## config.mk

```make
export PLATFORM = sky130hd
export DESIGN_NAME = ecppr_regs
export DESIGN_NICKNAME = d
export VERILOG_FILES = /design/src/ecppr_pkg.sv /design/src/ecppr_queue.sv /design/src/ecppr_skid.sv /design/src/ecppr_regs.sv
export SDC_FILE = /design/constraint.sdc
export NUM_CORES = 1
export LEC_CHECK = 0
export BUFFER_PORTS_ARGS = -buffer_cell sky130_fd_sc_hd__buf_2
export CORE_ASPECT_RATIO = 0.7
export CORE_MARGIN = 3
export CORE_UTILIZATION = 40
export CTS_CLUSTER_SIZE = 20
export DETAILED_ROUTE_END_ITERATION = 10
export GPL_TIMING_DRIVEN = 1
export PLACE_DENSITY = 0.61
export SETUP_SLACK_MARGIN = 0.4
export SLEW_MARGIN = 20
export SYNTH_ARGS = -nofsm -noshare
export SYNTH_HDL_FRONTEND = slang
export SYNTH_SLANG_ARGS = --single-unit
```

## constraint.sdc

```tcl
create_clock -name clk_i -period 3.2 [get_ports clk_i]
set_input_delay 0.64 -clock clk_i [delete_from_list [all_inputs] [get_ports clk_i]]
set_output_delay 0.64 -clock clk_i [all_outputs]
set_load 0.01 [all_outputs]
```

## src/ecppr_pkg.sv

```systemverilog
package ecppr_pkg;

    // System clock rate
    localparam int unsigned CLK_MHZ = 50;

    // Register offsets inside the port's I/O window
    localparam logic [10:0] OFS_ADDR_QUEUE = 11'h000;
    localparam logic [10:0] OFS_STATUS = 11'h001;
    localparam logic [10:0] OFS_CONTROL = 11'h002;
    localparam logic [10:0] OFS_DATA_QUEUE = 11'h400;
    localparam logic [10:0] OFS_EXT_MODE = 11'h402;

    // Control register field positions
    localparam int unsigned CTRL_DIR = 5;
    localparam int unsigned CTRL_ACK_IRQ_ENABLE = 4;
    localparam int unsigned CTRL_SELIN = 3;
    localparam int unsigned CTRL_INIT = 2;
    localparam int unsigned CTRL_AUTOFD = 1;
    localparam int unsigned CTRL_STROBE = 0;
    localparam logic [5:0] CTRL_RESET = 6'h00;

    // Status register field positions
    localparam int unsigned STAT_BUSY = 7;
    localparam int unsigned STAT_ACK = 6;
    localparam int unsigned STAT_PERR = 5;
    localparam int unsigned STAT_SEL = 4;
    localparam int unsigned STAT_FAULT = 3;
    localparam int unsigned STAT_IRQ = 2;

    // Extended mode register field positions
    localparam int unsigned EXT_MODE_LSB = 5;
    localparam int unsigned EXT_FULL = 1;
    localparam int unsigned EXT_EMPTY = 0;

    // Port queue geometry
    localparam int unsigned QUEUE_DEPTH = 16;
    localparam int unsigned QUEUE_AW = 4;

    // Handshake timing
    localparam int unsigned SETUP_NS = 500;
    localparam int unsigned STROBE_NS = 1000;
    localparam logic [7:0] SETUP_CYC = 8'((SETUP_NS * CLK_MHZ + 999) / 1000);
    localparam logic [7:0] STROBE_CYC = 8'((STROBE_NS * CLK_MHZ + 999) / 1000);

    // Operating modes
    typedef enum logic [2:0] {
        MODE_STD = 3'b000,
        MODE_PS2 = 3'b001,
        MODE_COMPAT_FIFO = 3'b010,
        MODE_ECP = 3'b011,
        MODE_RSV4 = 3'b100,
        MODE_RSV5 = 3'b101,
        MODE_TEST = 3'b110,
        MODE_CONFIG = 3'b111
    } ecppr_mode_t;

    // Handshake engine states
    typedef enum logic [2:0] {
        XF_IDLE = 3'b000,
        XF_SETUP = 3'b001,
        XF_STROBE = 3'b010,
        XF_RELEASE = 3'b011
    } ecppr_xfer_t;

    // One queued byte with its channel/run-length marker
    typedef struct packed {
        logic is_cmd;
        logic [7:0] value;
    } ecppr_entry_t;

    // Peripheral-driven status lines
    typedef struct packed {
        logic busy;
        logic ack_n;
        logic perror;
        logic select;
        logic fault_n;
    } ecppr_lines_t;

endpackage : ecppr_pkg

```

## src/ecppr_queue.sv

```systemverilog
`timescale 1ns/1ps
module ecppr_queue #(
    parameter int unsigned W = 9,
    parameter int unsigned DEPTH = 16,
    parameter int unsigned AW = 4
) (
    input wire logic clk_i,
    input wire logic rst_i,
    input wire logic push_i,
    input wire logic [W-1:0] push_data_i,
    output logic full_o,
    output logic empty_o,
    output logic out_valid_o,
    output logic [W-1:0] out_data_o,
    input wire logic out_ready_i
);

    logic [W-1:0] mem_ff [DEPTH];
    logic [AW-1:0] wr_ptr_ff;
    logic [AW-1:0] rd_ptr_ff;
    logic [AW:0] count_ff;
    logic [AW:0] nxt_count;
    logic out_valid_ff;
    logic [W-1:0] out_data_ff;
    logic push_go;
    logic pop_go;

    // Push drops when full; pop refills the registered head
    assign push_go = push_i && (count_ff != (AW+1)'(DEPTH));
    assign pop_go = (count_ff != '0) && (!out_valid_ff || out_ready_i);
    assign nxt_count = count_ff + (AW+1)'(push_go) - (AW+1)'(pop_go);

    // Storage array
    always_ff @(posedge clk_i) begin
        if (push_go) begin
            mem_ff[wr_ptr_ff] <= push_data_i;
        end
    end

    // Pointers and fill level
    always_ff @(posedge clk_i) begin
        if (rst_i) begin
            wr_ptr_ff <= '0;
            rd_ptr_ff <= '0;
            count_ff <= '0;
        end else begin
            wr_ptr_ff <= wr_ptr_ff + AW'(push_go);
            rd_ptr_ff <= rd_ptr_ff + AW'(pop_go);
            count_ff <= nxt_count;
        end
    end

    // Registered read port
    always_ff @(posedge clk_i) begin
        if (rst_i) begin
            out_valid_ff <= 1'b0;
            out_data_ff <= '0;
        end else if (pop_go) begin
            out_valid_ff <= 1'b1;
            out_data_ff <= mem_ff[rd_ptr_ff];
        end else if (out_ready_i) begin
            out_valid_ff <= 1'b0;
        end
    end

    assign full_o = (count_ff == (AW+1)'(DEPTH));
    assign empty_o = (count_ff == '0) && !out_valid_ff;
    assign out_valid_o = out_valid_ff;
    assign out_data_o = out_data_ff;

endmodule : ecppr_queue

```

## src/ecppr_skid.sv

```systemverilog
`timescale 1ns/1ps
module ecppr_skid #(
    parameter int unsigned W = 9
) (
    input wire logic clk_i,
    input wire logic rst_i,
    input wire logic in_valid_i,
    input wire logic [W-1:0] in_data_i,
    output logic in_ready_o,
    output logic out_valid_o,
    output logic [W-1:0] out_data_o,
    input wire logic out_ready_i
);

    logic [W-1:0] head_ff;
    logic [W-1:0] tail_ff;
    logic [1:0] cnt_ff;
    logic in_go;
    logic out_go;

    assign in_ready_o = (cnt_ff != 2'h2);
    assign out_valid_o = (cnt_ff != 2'h0);
    assign out_data_o = head_ff;
    assign in_go = in_valid_i && in_ready_o;
    assign out_go = out_valid_o && out_ready_i;

    // Two slots, head always presented to the drain side
    always_ff @(posedge clk_i) begin
        if (rst_i) begin
            head_ff <= '0;
            tail_ff <= '0;
            cnt_ff <= 2'h0;
        end else begin
            case ({in_go, out_go})
                2'b10: begin
                    if (cnt_ff == 2'h0) begin
                        head_ff <= in_data_i;
                    end else begin
                        tail_ff <= in_data_i;
                    end
                    cnt_ff <= cnt_ff + 2'h1;
                end
                2'b01: begin
                    head_ff <= tail_ff;
                    cnt_ff <= cnt_ff - 2'h1;
                end
                2'b11: begin
                    if (cnt_ff == 2'h1) begin
                        head_ff <= in_data_i;
                    end else begin
                        head_ff <= tail_ff;
                        tail_ff <= in_data_i;
                    end
                end
                default: begin
                    cnt_ff <= cnt_ff;
                end
            endcase
        end
    end

endmodule : ecppr_skid

```

## src/ecppr_regs.sv

```systemverilog
// Behaviour
// - In ECP mode a write at offset 00h queues the byte for sending.
// - Autofeed is asserted low for address/run-length bytes, high for plain data bytes.
// - Status bit 7 reads the inverse of the busy line.
// - Status bit 6 follows the acknowledge line, low while it is asserted.
// - Status bit 5 reads 1 while paper error is asserted.
// - Status bit 4 reads 1 while select is asserted, in every mode.
// - Status bit 3 follows the fault line, low while it is asserted.
// - Status bit 2 always reads 1; bits 1 and 0 read zero.
// - Control bit 5 sets data direction, 0 drives the lines; writable bits reset to zero.
// - With control bit 4 set, an asserted acknowledge raises the interrupt.
// - Control bit 3 set asserts select-in low; clear negates it.
// - Control bit 2 set keeps init negated; clear asserts init.
// - In FIFO and ECP modes control bits 1 and 0 have no effect.
// - In compatible FIFO mode bytes at offset 400h go out with strobe handshake.
// - Three-bit mode field in the extended mode register selects the operating mode.
// - Mode-gated registers respond only while the mode field matches.
`timescale 1ns/1ps
module ecppr_regs (
    input wire logic clk_i,
    input wire logic rst_i,
    input wire logic cs_i,
    input wire logic aen_i,
    input wire logic [10:0] addr_i,
    input wire logic ior_n_i,
    input wire logic iow_n_i,
    input wire logic [7:0] sd_i,
    output logic [7:0] sd_o,
    output logic sd_oe_o,
    input wire ecppr_pkg::ecppr_lines_t lines_i,
    input wire logic [7:0] pd_i,
    output logic [7:0] pd_o,
    output logic pd_oe_o,
    output logic strobe_n_o,
    output logic autofd_n_o,
    output logic selectin_n_o,
    output logic init_n_o,
    output logic irq_o
);

    // Host-side state
    logic iow_prev_ff;
    logic [5:0] ctrl_ff;
    ecppr_pkg::ecppr_mode_t mode_ff;
    logic [7:0] sd_ff;
    logic sd_oe_ff;
    logic [7:0] last_pd_in_ff;

    // Link-side state
    ecppr_pkg::ecppr_xfer_t xfer_ff;
    ecppr_pkg::ecppr_xfer_t nxt_xfer;
    logic [7:0] timer_ff;
    logic [7:0] nxt_timer;
    ecppr_pkg::ecppr_entry_t cur_ff;
    logic pd_oe_ff;
    logic strobe_n_ff;
    logic autofd_n_ff;
    logic selectin_n_ff;
    logic init_n_ff;
    logic irq_ff;

    // Decode and datapath nets
    logic port_sel;
    logic wr_stb;
    logic rd_act;
    logic hit_addr_queue;
    logic hit_status;
    logic hit_control;
    logic hit_data_queue;
    logic hit_ext_mode;
    logic mapped;
    logic [7:0] rd_mux;
    logic [7:0] status_val;
    logic hw_mode;
    logic forward;
    logic push;
    ecppr_pkg::ecppr_entry_t push_entry;
    logic q_full;
    logic q_empty;
    logic q_valid;
    ecppr_pkg::ecppr_entry_t q_data;
    logic buf_ready;
    logic buf_valid;
    ecppr_pkg::ecppr_entry_t buf_data;
    logic take;

    // Port select and bus strobes
    assign port_sel = cs_i && !aen_i;
    assign wr_stb = port_sel && iow_prev_ff && !iow_n_i;
    assign rd_act = port_sel && !ior_n_i;

    // Register decode with mode gating
    assign hit_addr_queue = (addr_i == ecppr_pkg::OFS_ADDR_QUEUE)
        && (mode_ff == ecppr_pkg::MODE_ECP);
    assign hit_data_queue = (addr_i == ecppr_pkg::OFS_DATA_QUEUE)
        && (mode_ff == ecppr_pkg::MODE_COMPAT_FIFO);
    assign hit_status = (addr_i == ecppr_pkg::OFS_STATUS);
    assign hit_control = (addr_i == ecppr_pkg::OFS_CONTROL);
    assign hit_ext_mode = (addr_i == ecppr_pkg::OFS_EXT_MODE);
    assign mapped = hit_addr_queue || hit_data_queue || hit_status || hit_control
        || hit_ext_mode;

    // Hardware handshake owns strobe and autofeed in these modes
    assign hw_mode = (mode_ff == ecppr_pkg::MODE_ECP)
        || (mode_ff == ecppr_pkg::MODE_COMPAT_FIFO);
    assign forward = !ctrl_ff[ecppr_pkg::CTRL_DIR];

    // Write edge detector on the write strobe
    always_ff @(posedge clk_i) begin
        if (rst_i) begin
            iow_prev_ff <= 1'b1;
        end else begin
            iow_prev_ff <= iow_n_i;
        end
    end

    // Control register; status writes fall through untouched
    always_ff @(posedge clk_i) begin
        if (rst_i) begin
            ctrl_ff <= ecppr_pkg::CTRL_RESET;
        end else if (wr_stb && hit_control) begin
            ctrl_ff <= sd_i[5:0];
        end
    end

    // Mode field of the extended mode register
    always_ff @(posedge clk_i) begin
        if (rst_i) begin
            mode_ff <= ecppr_pkg::MODE_STD;
        end else if (wr_stb && hit_ext_mode) begin
            mode_ff <= ecppr_pkg::ecppr_mode_t'(sd_i[ecppr_pkg::EXT_MODE_LSB +: 3]);
        end
    end

    // Queue writes: address/run-length bytes are tagged, bit 7 passes untouched
    assign push = wr_stb && (hit_addr_queue || hit_data_queue);
    assign push_entry.is_cmd = hit_addr_queue;
    assign push_entry.value = sd_i;

    // Port queue of sixteen bytes
    ecppr_queue #(
        .W($bits(ecppr_pkg::ecppr_entry_t)),
        .DEPTH(ecppr_pkg::QUEUE_DEPTH),
        .AW(ecppr_pkg::QUEUE_AW)
    ) u_queue (
        .clk_i(clk_i),
        .rst_i(rst_i),
        .push_i(push),
        .push_data_i(push_entry),
        .full_o(q_full),
        .empty_o(q_empty),
        .out_valid_o(q_valid),
        .out_data_o(q_data),
        .out_ready_i(buf_ready)
    );

    // Two-slot buffer between queue and handshake engine
    ecppr_skid #(
        .W($bits(ecppr_pkg::ecppr_entry_t))
    ) u_skid (
        .clk_i(clk_i),
        .rst_i(rst_i),
        .in_valid_i(q_valid),
        .in_data_i(q_data),
        .in_ready_o(buf_ready),
        .out_valid_o(buf_valid),
        .out_data_o(buf_data),
        .out_ready_i(take)
    );

    // Status image of the peripheral lines
    always_comb begin
        status_val = 8'h00;
        status_val[ecppr_pkg::STAT_BUSY] = !lines_i.busy;
        status_val[ecppr_pkg::STAT_ACK] = lines_i.ack_n;
        status_val[ecppr_pkg::STAT_PERR] = lines_i.perror;
        status_val[ecppr_pkg::STAT_SEL] = lines_i.select;
        status_val[ecppr_pkg::STAT_FAULT] = lines_i.fault_n;
        status_val[ecppr_pkg::STAT_IRQ] = 1'b1;
    end

    // Read data selection
    always_comb begin
        rd_mux = 8'h00;
        if (hit_status) begin
            rd_mux = status_val;
        end else if (hit_control) begin
            rd_mux = {2'b00, ctrl_ff};
        end else if (hit_ext_mode) begin
            rd_mux[ecppr_pkg::EXT_MODE_LSB +: 3] = mode_ff;
            rd_mux[ecppr_pkg::EXT_FULL] = q_full;
            rd_mux[ecppr_pkg::EXT_EMPTY] = q_empty;
        end else begin
            rd_mux = 8'h00;
        end
    end

    // Host read drivers; unmapped addresses leave the bus undriven
    always_ff @(posedge clk_i) begin
        if (rst_i) begin
            sd_ff <= 8'h00;
            sd_oe_ff <= 1'b0;
        end else begin
            sd_ff <= rd_mux;
            sd_oe_ff <= rd_act && mapped;
        end
    end

    // Last byte seen on the data lines in reverse direction
    always_ff @(posedge clk_i) begin
        if (rst_i) begin
            last_pd_in_ff <= 8'h00;
        end else if (!forward) begin
            last_pd_in_ff <= pd_i;
        end
    end

    // Engine takes a byte when idle, forward and the peripheral is free
    assign take = (xfer_ff == ecppr_pkg::XF_IDLE) && hw_mode && forward
        && !lines_i.busy && buf_valid;

    // Handshake engine next state
    always_comb begin
        nxt_xfer = xfer_ff;
        nxt_timer = timer_ff;
        case (xfer_ff)
            ecppr_pkg::XF_IDLE: begin
                if (take) begin
                    nxt_xfer = ecppr_pkg::XF_SETUP;
                    nxt_timer = ecppr_pkg::SETUP_CYC;
                end
            end
            ecppr_pkg::XF_SETUP: begin
                if (timer_ff == 8'h01) begin
                    nxt_xfer = ecppr_pkg::XF_STROBE;
                    nxt_timer = ecppr_pkg::STROBE_CYC;
                end else begin
                    nxt_timer = timer_ff - 8'h01;
                end
            end
            ecppr_pkg::XF_STROBE: begin
                // ECP waits for busy high; compatible uses a timed strobe
                if (timer_ff != 8'h01) begin
                    nxt_timer = timer_ff - 8'h01;
                end else if ((mode_ff != ecppr_pkg::MODE_ECP) || lines_i.busy) begin
                    nxt_xfer = ecppr_pkg::XF_RELEASE;
                end
            end
            ecppr_pkg::XF_RELEASE: begin
                if (!lines_i.busy) begin
                    nxt_xfer = ecppr_pkg::XF_IDLE;
                end
            end
            default: begin
                nxt_xfer = ecppr_pkg::XF_IDLE;
                nxt_timer = 8'h00;
            end
        endcase
    end

    // Handshake engine state
    always_ff @(posedge clk_i) begin
        if (rst_i) begin
            xfer_ff <= ecppr_pkg::XF_IDLE;
            timer_ff <= 8'h00;
        end else begin
            xfer_ff <= nxt_xfer;
            timer_ff <= nxt_timer;
        end
    end

    // Byte held on the data lines for the current transfer
    // Loaded only from idle, so data cannot move while strobe is low
    always_ff @(posedge clk_i) begin
        if (rst_i) begin
            cur_ff <= '0;
        end else if (take) begin
            cur_ff <= buf_data;
        end
    end

    // Data lines and their direction
    always_ff @(posedge clk_i) begin
        if (rst_i) begin
            pd_oe_ff <= 1'b1;
        end else begin
            pd_oe_ff <= forward;
        end
    end

    // Strobe and autofeed: hardware owned in FIFO modes, software otherwise
    always_ff @(posedge clk_i) begin
        if (rst_i) begin
            strobe_n_ff <= 1'b1;
            autofd_n_ff <= 1'b1;
        end else if (hw_mode) begin
            strobe_n_ff <= !(nxt_xfer == ecppr_pkg::XF_STROBE);
            if (take) begin
                autofd_n_ff <= !((mode_ff == ecppr_pkg::MODE_ECP) && buf_data.is_cmd);
            end else if (xfer_ff == ecppr_pkg::XF_IDLE) begin
                autofd_n_ff <= 1'b1;
            end
        end else begin
            strobe_n_ff <= !ctrl_ff[ecppr_pkg::CTRL_STROBE];
            autofd_n_ff <= !ctrl_ff[ecppr_pkg::CTRL_AUTOFD];
        end
    end

    // Select-in and init follow the control register
    always_ff @(posedge clk_i) begin
        if (rst_i) begin
            selectin_n_ff <= 1'b1;
            init_n_ff <= 1'b0;
        end else begin
            selectin_n_ff <= !ctrl_ff[ecppr_pkg::CTRL_SELIN];
            init_n_ff <= ctrl_ff[ecppr_pkg::CTRL_INIT];
        end
    end

    // Interrupt request while acknowledge is asserted and enabled
    always_ff @(posedge clk_i) begin
        if (rst_i) begin
            irq_ff <= 1'b0;
        end else begin
            irq_ff <= ctrl_ff[ecppr_pkg::CTRL_ACK_IRQ_ENABLE] && !lines_i.ack_n;
        end
    end

    // Output pins straight from flops
    assign sd_o = sd_ff;
    assign sd_oe_o = sd_oe_ff;
    assign pd_o = cur_ff.value;
    assign pd_oe_o = pd_oe_ff;
    assign strobe_n_o = strobe_n_ff;
    assign autofd_n_o = autofd_n_ff;
    assign selectin_n_o = selectin_n_ff;
    assign init_n_o = init_n_ff;
    assign irq_o = irq_ff;

endmodule : ecppr_regs

```

==> qor.txt <==
RSZ-0062 raised after global routing - false
Post-synthesis cell type count - 65
Final core utilization - 0.484
Reg-to-reg slack, setup - 0.56 ns
Summed negative setup slack over all endpoints - 0 ns
Clock tree from TritonCTS - yes
Post-route DRC - 0
Data arrival time of the critical path - 3.03 ns
Effective utilization at floorplan - 0.414
Number of buffers inserted during clock tree synthesis - 23
Min-delay src - ior_n_i
Clock-pin slew on the worst setup and hold paths - 0.06 ns
Share of the cycle needed by the critical path after routing - 0.826
P per Cell Area - 669 nW/um2
Final ANT Viol Nets - 0
Detailed Route WL - 21700 um
Flip-flop and latch count after synthesis - 231
Number of fill cells - 1982
Detailed-route via count - 6070
Number of warnings issued by yosys - 0
Layout-stage area growth over the synthesis result - 16.9%
Antenna cell count - 0
Commonest register cell after synthesis - sky130_fd_sc_hd__edfxtp_1
Slew @ Worst Pin - 0.812 ns
Per-instance average area after synthesis - 13.9 um2
Worst reg2reg path startpoint - u_queue.count_ff[2]
Vias in the first global route - 6092
Root cell of the clock tree - sky130_fd_sc_hd__clkbuf_16
Required time at the worst-slack endpoint - 3.59 ns
Nature of the critical path endpoint - register
First-pass iteration count of the detailed router - 5
CTS H-Tree Depth - 1
Most frequent cells in the layout - sky130_fd_sc_hd__edfxtp_1 (144), sky130_fd_sc_hd__dfxtp_1 (85), sky130_fd_sc_hd__nor2_1 (54)
Routed wire length per instance - 19.9 um
Core area - 23100 um2
Post-layout min period - 2.64 ns
Pwr Total - 7.48 mW
Ports placed on the boundary - 61
Die boundary height - 135 um
Max Fanout on Critical Path - 4
Wire length of the first global-routing pass - 33800 um
Largest vdd supply drop - 0.448 mV
End of the worst register-to-register path - u_queue.count_ff[4]
Later-pin clock latency in the skew report - 0.53 ns
Total nets after synthesis - 743
Number of port buffers - 52
CTS Buffer Depth - 3
Ys async rst share - 0
Area of the die - 25800 um2
Final #Nets - 819
Post-detailed-placement half-perimeter wirelength - 14700 um
Terminating pin of the worst hold path - sd_oe_o
Number of clock sinks seen by CTS - 231
Most common cell after layout, fill and taps aside - sky130_fd_sc_hd__edfxtp_1
Min-Delay Path Depth - 2
Final clock skew - 0.0245 ns
Outcome - finished, final reports clean
Aggregate global routing overflow - 0
Max Cap Viol - 0
Antenna violations before repair - 0
Cell count of the worst reg-to-reg path - 14
Proportion of layout cells with a drive suffix above 1 - 0.257
Crit start category - register
Kind of critical path - reg -> reg
Overall global routing resource usage - 0.168
Post-synthesis cell count - 686
Number of buffers inserted by hold repair at cts - 0
Number of failing hold endpoints at the final stage - 0
Netlist Area Pre-Place - 9560 um2
Number of rows created at floorplan - 46
Worst rel slew slack - 0.453
Violation count after the first detailed-routing iteration - 333
Portion of the post-synthesis area used by sequential elements - 0.634
Placer's final routability congestion estimate - 0.870
Leakage - 3.90 nW
Number of setup violations in the final report - 0
Top achievable clock speed - 378 MHz
Pins Over Slew Limit - 0
Avg Vias per Cell - 5.56
Die width - 191 um
EDFF count, synth - 144
Worst hold path type - in -> reg
Pin count of the biggest net entering global routing - 57
-- metrics by stage --
step | std cells | cell area, um2 | hold WS, ns | setup slack, ns
final | 1091 | 11200 | 0.274 | 0.557
after global routing | 1091 | 11200 | 0.261 | 0.447
after CTS | 1088 | 11100 | 0.257 | 0.419
after detailed placement | 1045 | 10300 | 0.419 | 0.271
after global placement | 1045 | 10300 | 0.405 | 0.422
after floorplan | 686 | 9580 | 0.377 | 0.216
-- power breakdown --
part | internal [mW] | switching [mW]
sequential | 3.32 | 0.146
combinational | 0.625 | 0.740
clock | 1.53 | 1.11
total | 5.48 | 2.00
-- state kept, by name, indices dropped and copies added (netlist names), 2 cells and up --
signal              count
u_queue.mem_ff        144
u_queue.out_data_o      9
u_skid.out_data_o       9
u_skid.tail_ff          9
pd_o                    8
sd_o                    8
timer_ff                8
ctrl_ff                 6
u_queue.count_ff        5
u_queue.rd_ptr_ff       4
u_queue.wr_ptr_ff       4
mode_ff                 3
xfer_ff                 3
u_skid.cnt_ff           2
-- critical path, stage by stage, from the launching register on --
cell and delay [ns]:
sky130_fd_sc_hd__dfxtp_2 0.33, sky130_fd_sc_hd__inv_2 0.09, sky130_fd_sc_hd__ha_4 0.14, sky130_fd_sc_hd__or4b_4 0.50
sky130_fd_sc_hd__nand2_4 0.10, sky130_fd_sc_hd__inv_2 0.06, sky130_fd_sc_hd__ha_4 0.20, sky130_fd_sc_hd__inv_1 0.05
sky130_fd_sc_hd__ha_2 0.18, sky130_fd_sc_hd__inv_2 0.04, sky130_fd_sc_hd__fa_2 0.36, sky130_fd_sc_hd__nor2b_2 0.15
sky130_fd_sc_hd__o21bai_2 0.10, sky130_fd_sc_hd__a21oi_2 0.15, sky130_fd_sc_hd__nor3b_2 0.06
-- timing repair --
item / 4_1_cts / 5_1_grt
endpoints found under the setup margin: 1 / 19
resized for setup: 2 / 19
setup buffers: 1 / 3
pin swaps: 1 / 7
-- cells by family (layout without fill, tap and decap cells) --
logic type / Yosys count / count (layout) / synth area share
compound gates: 98 / 98 / 0.0725
xor+xnor: 10 / 10 / 0.00916
fa+ha+maj: 19 / 19 / 0.0256
buf+inv: 59 / 152 / 0.0246
flops: 231 / 231 / 0.634
mux: 71 / 71 / 0.122
other cells: 1 / 1 / 0.000392
simple gates: 197 / 197 / 0.112
-- routing by layer --
layer  GRT usage  share of wire  wire, um  up-vias
met5           0              0         0        -
met4      0.0399          0.019       412        0
li1            -              -         -     2780
met2       0.253           0.45      9690      179
met3      0.0297          0.055      1180       30
met1       0.254           0.48     10400     3081
-- area by class of cell --
| type | count | area, um2 | share of cell area |
|---|---|---|---|
| multi-input cells | 396 | 3360 | 0.300 |
| clock buffers | 34 | 667 | 0.0597 |
| well taps | 312 | 390 | 0.0349 |
| flip-flops and latches | 231 | 6070 | 0.543 |
| inverters | 23 | 90.1 | 0.00806 |
| clock inverters | 8 | 77.6 | 0.00694 |
| repair buffers | 87 | 523 | 0.0468 |
-- worst max path at each step --
| stage | from | endpoint | slack (ns) | cells past startpoint |
|---|---|---|---|---|
| 3_5_place_dp | addr_i[5] | u_queue.count_ff[4] | 0.27 | 13 |
| 5_1_grt | u_queue.count_ff[2] | u_queue.count_ff[4] | 0.45 | 14 |
| 6_report | u_queue.count_ff[2] | u_queue.count_ff[4] | 0.56 | 14 |
| 4_1_cts | u_queue.count_ff[2] | u_queue.count_ff[4] | 0.42 | 14 |
| 2_1_floorplan | addr_i[5] | u_queue.mem_ff[2][0] | 0.22 | 5 |
| 3_3_place_gp | addr_i[5] | u_queue.count_ff[4] | 0.42 | 13 |
-- synth_stat cells, types with 8 or more instances --
library cell	n	area, um2
sky130_fd_sc_hd__mux4_2	36	811
sky130_fd_sc_hd__edfxtp_1	144	4320
sky130_fd_sc_hd__nand3_1	20	100
sky130_fd_sc_hd__buf_2	11	55.1
sky130_fd_sc_hd__mux2i_1	34	340
sky130_fd_sc_hd__a21oi_1	30	150
sky130_fd_sc_hd__nor3_1	13	65.1
sky130_fd_sc_hd__o221ai_1	9	78.8
sky130_fd_sc_hd__a22oi_1	11	82.6
sky130_fd_sc_hd__nand4_1	12	75.1
sky130_fd_sc_hd__clkbuf_1	20	75.1
sky130_fd_sc_hd__nor2b_1	15	93.8
sky130_fd_sc_hd__nor2_1	55	206
sky130_fd_sc_hd__nand2b_1	8	50.1
sky130_fd_sc_hd__inv_1	22	82.6
sky130_fd_sc_hd__a211oi_1	10	75.1
sky130_fd_sc_hd__o31ai_1	9	67.6
sky130_fd_sc_hd__nand2_1	35	131
sky130_fd_sc_hd__dfxtp_1	87	1740
sky130_fd_sc_hd__ha_1	18	225
No activity file was read; power rests on OpenSTA's default activity.
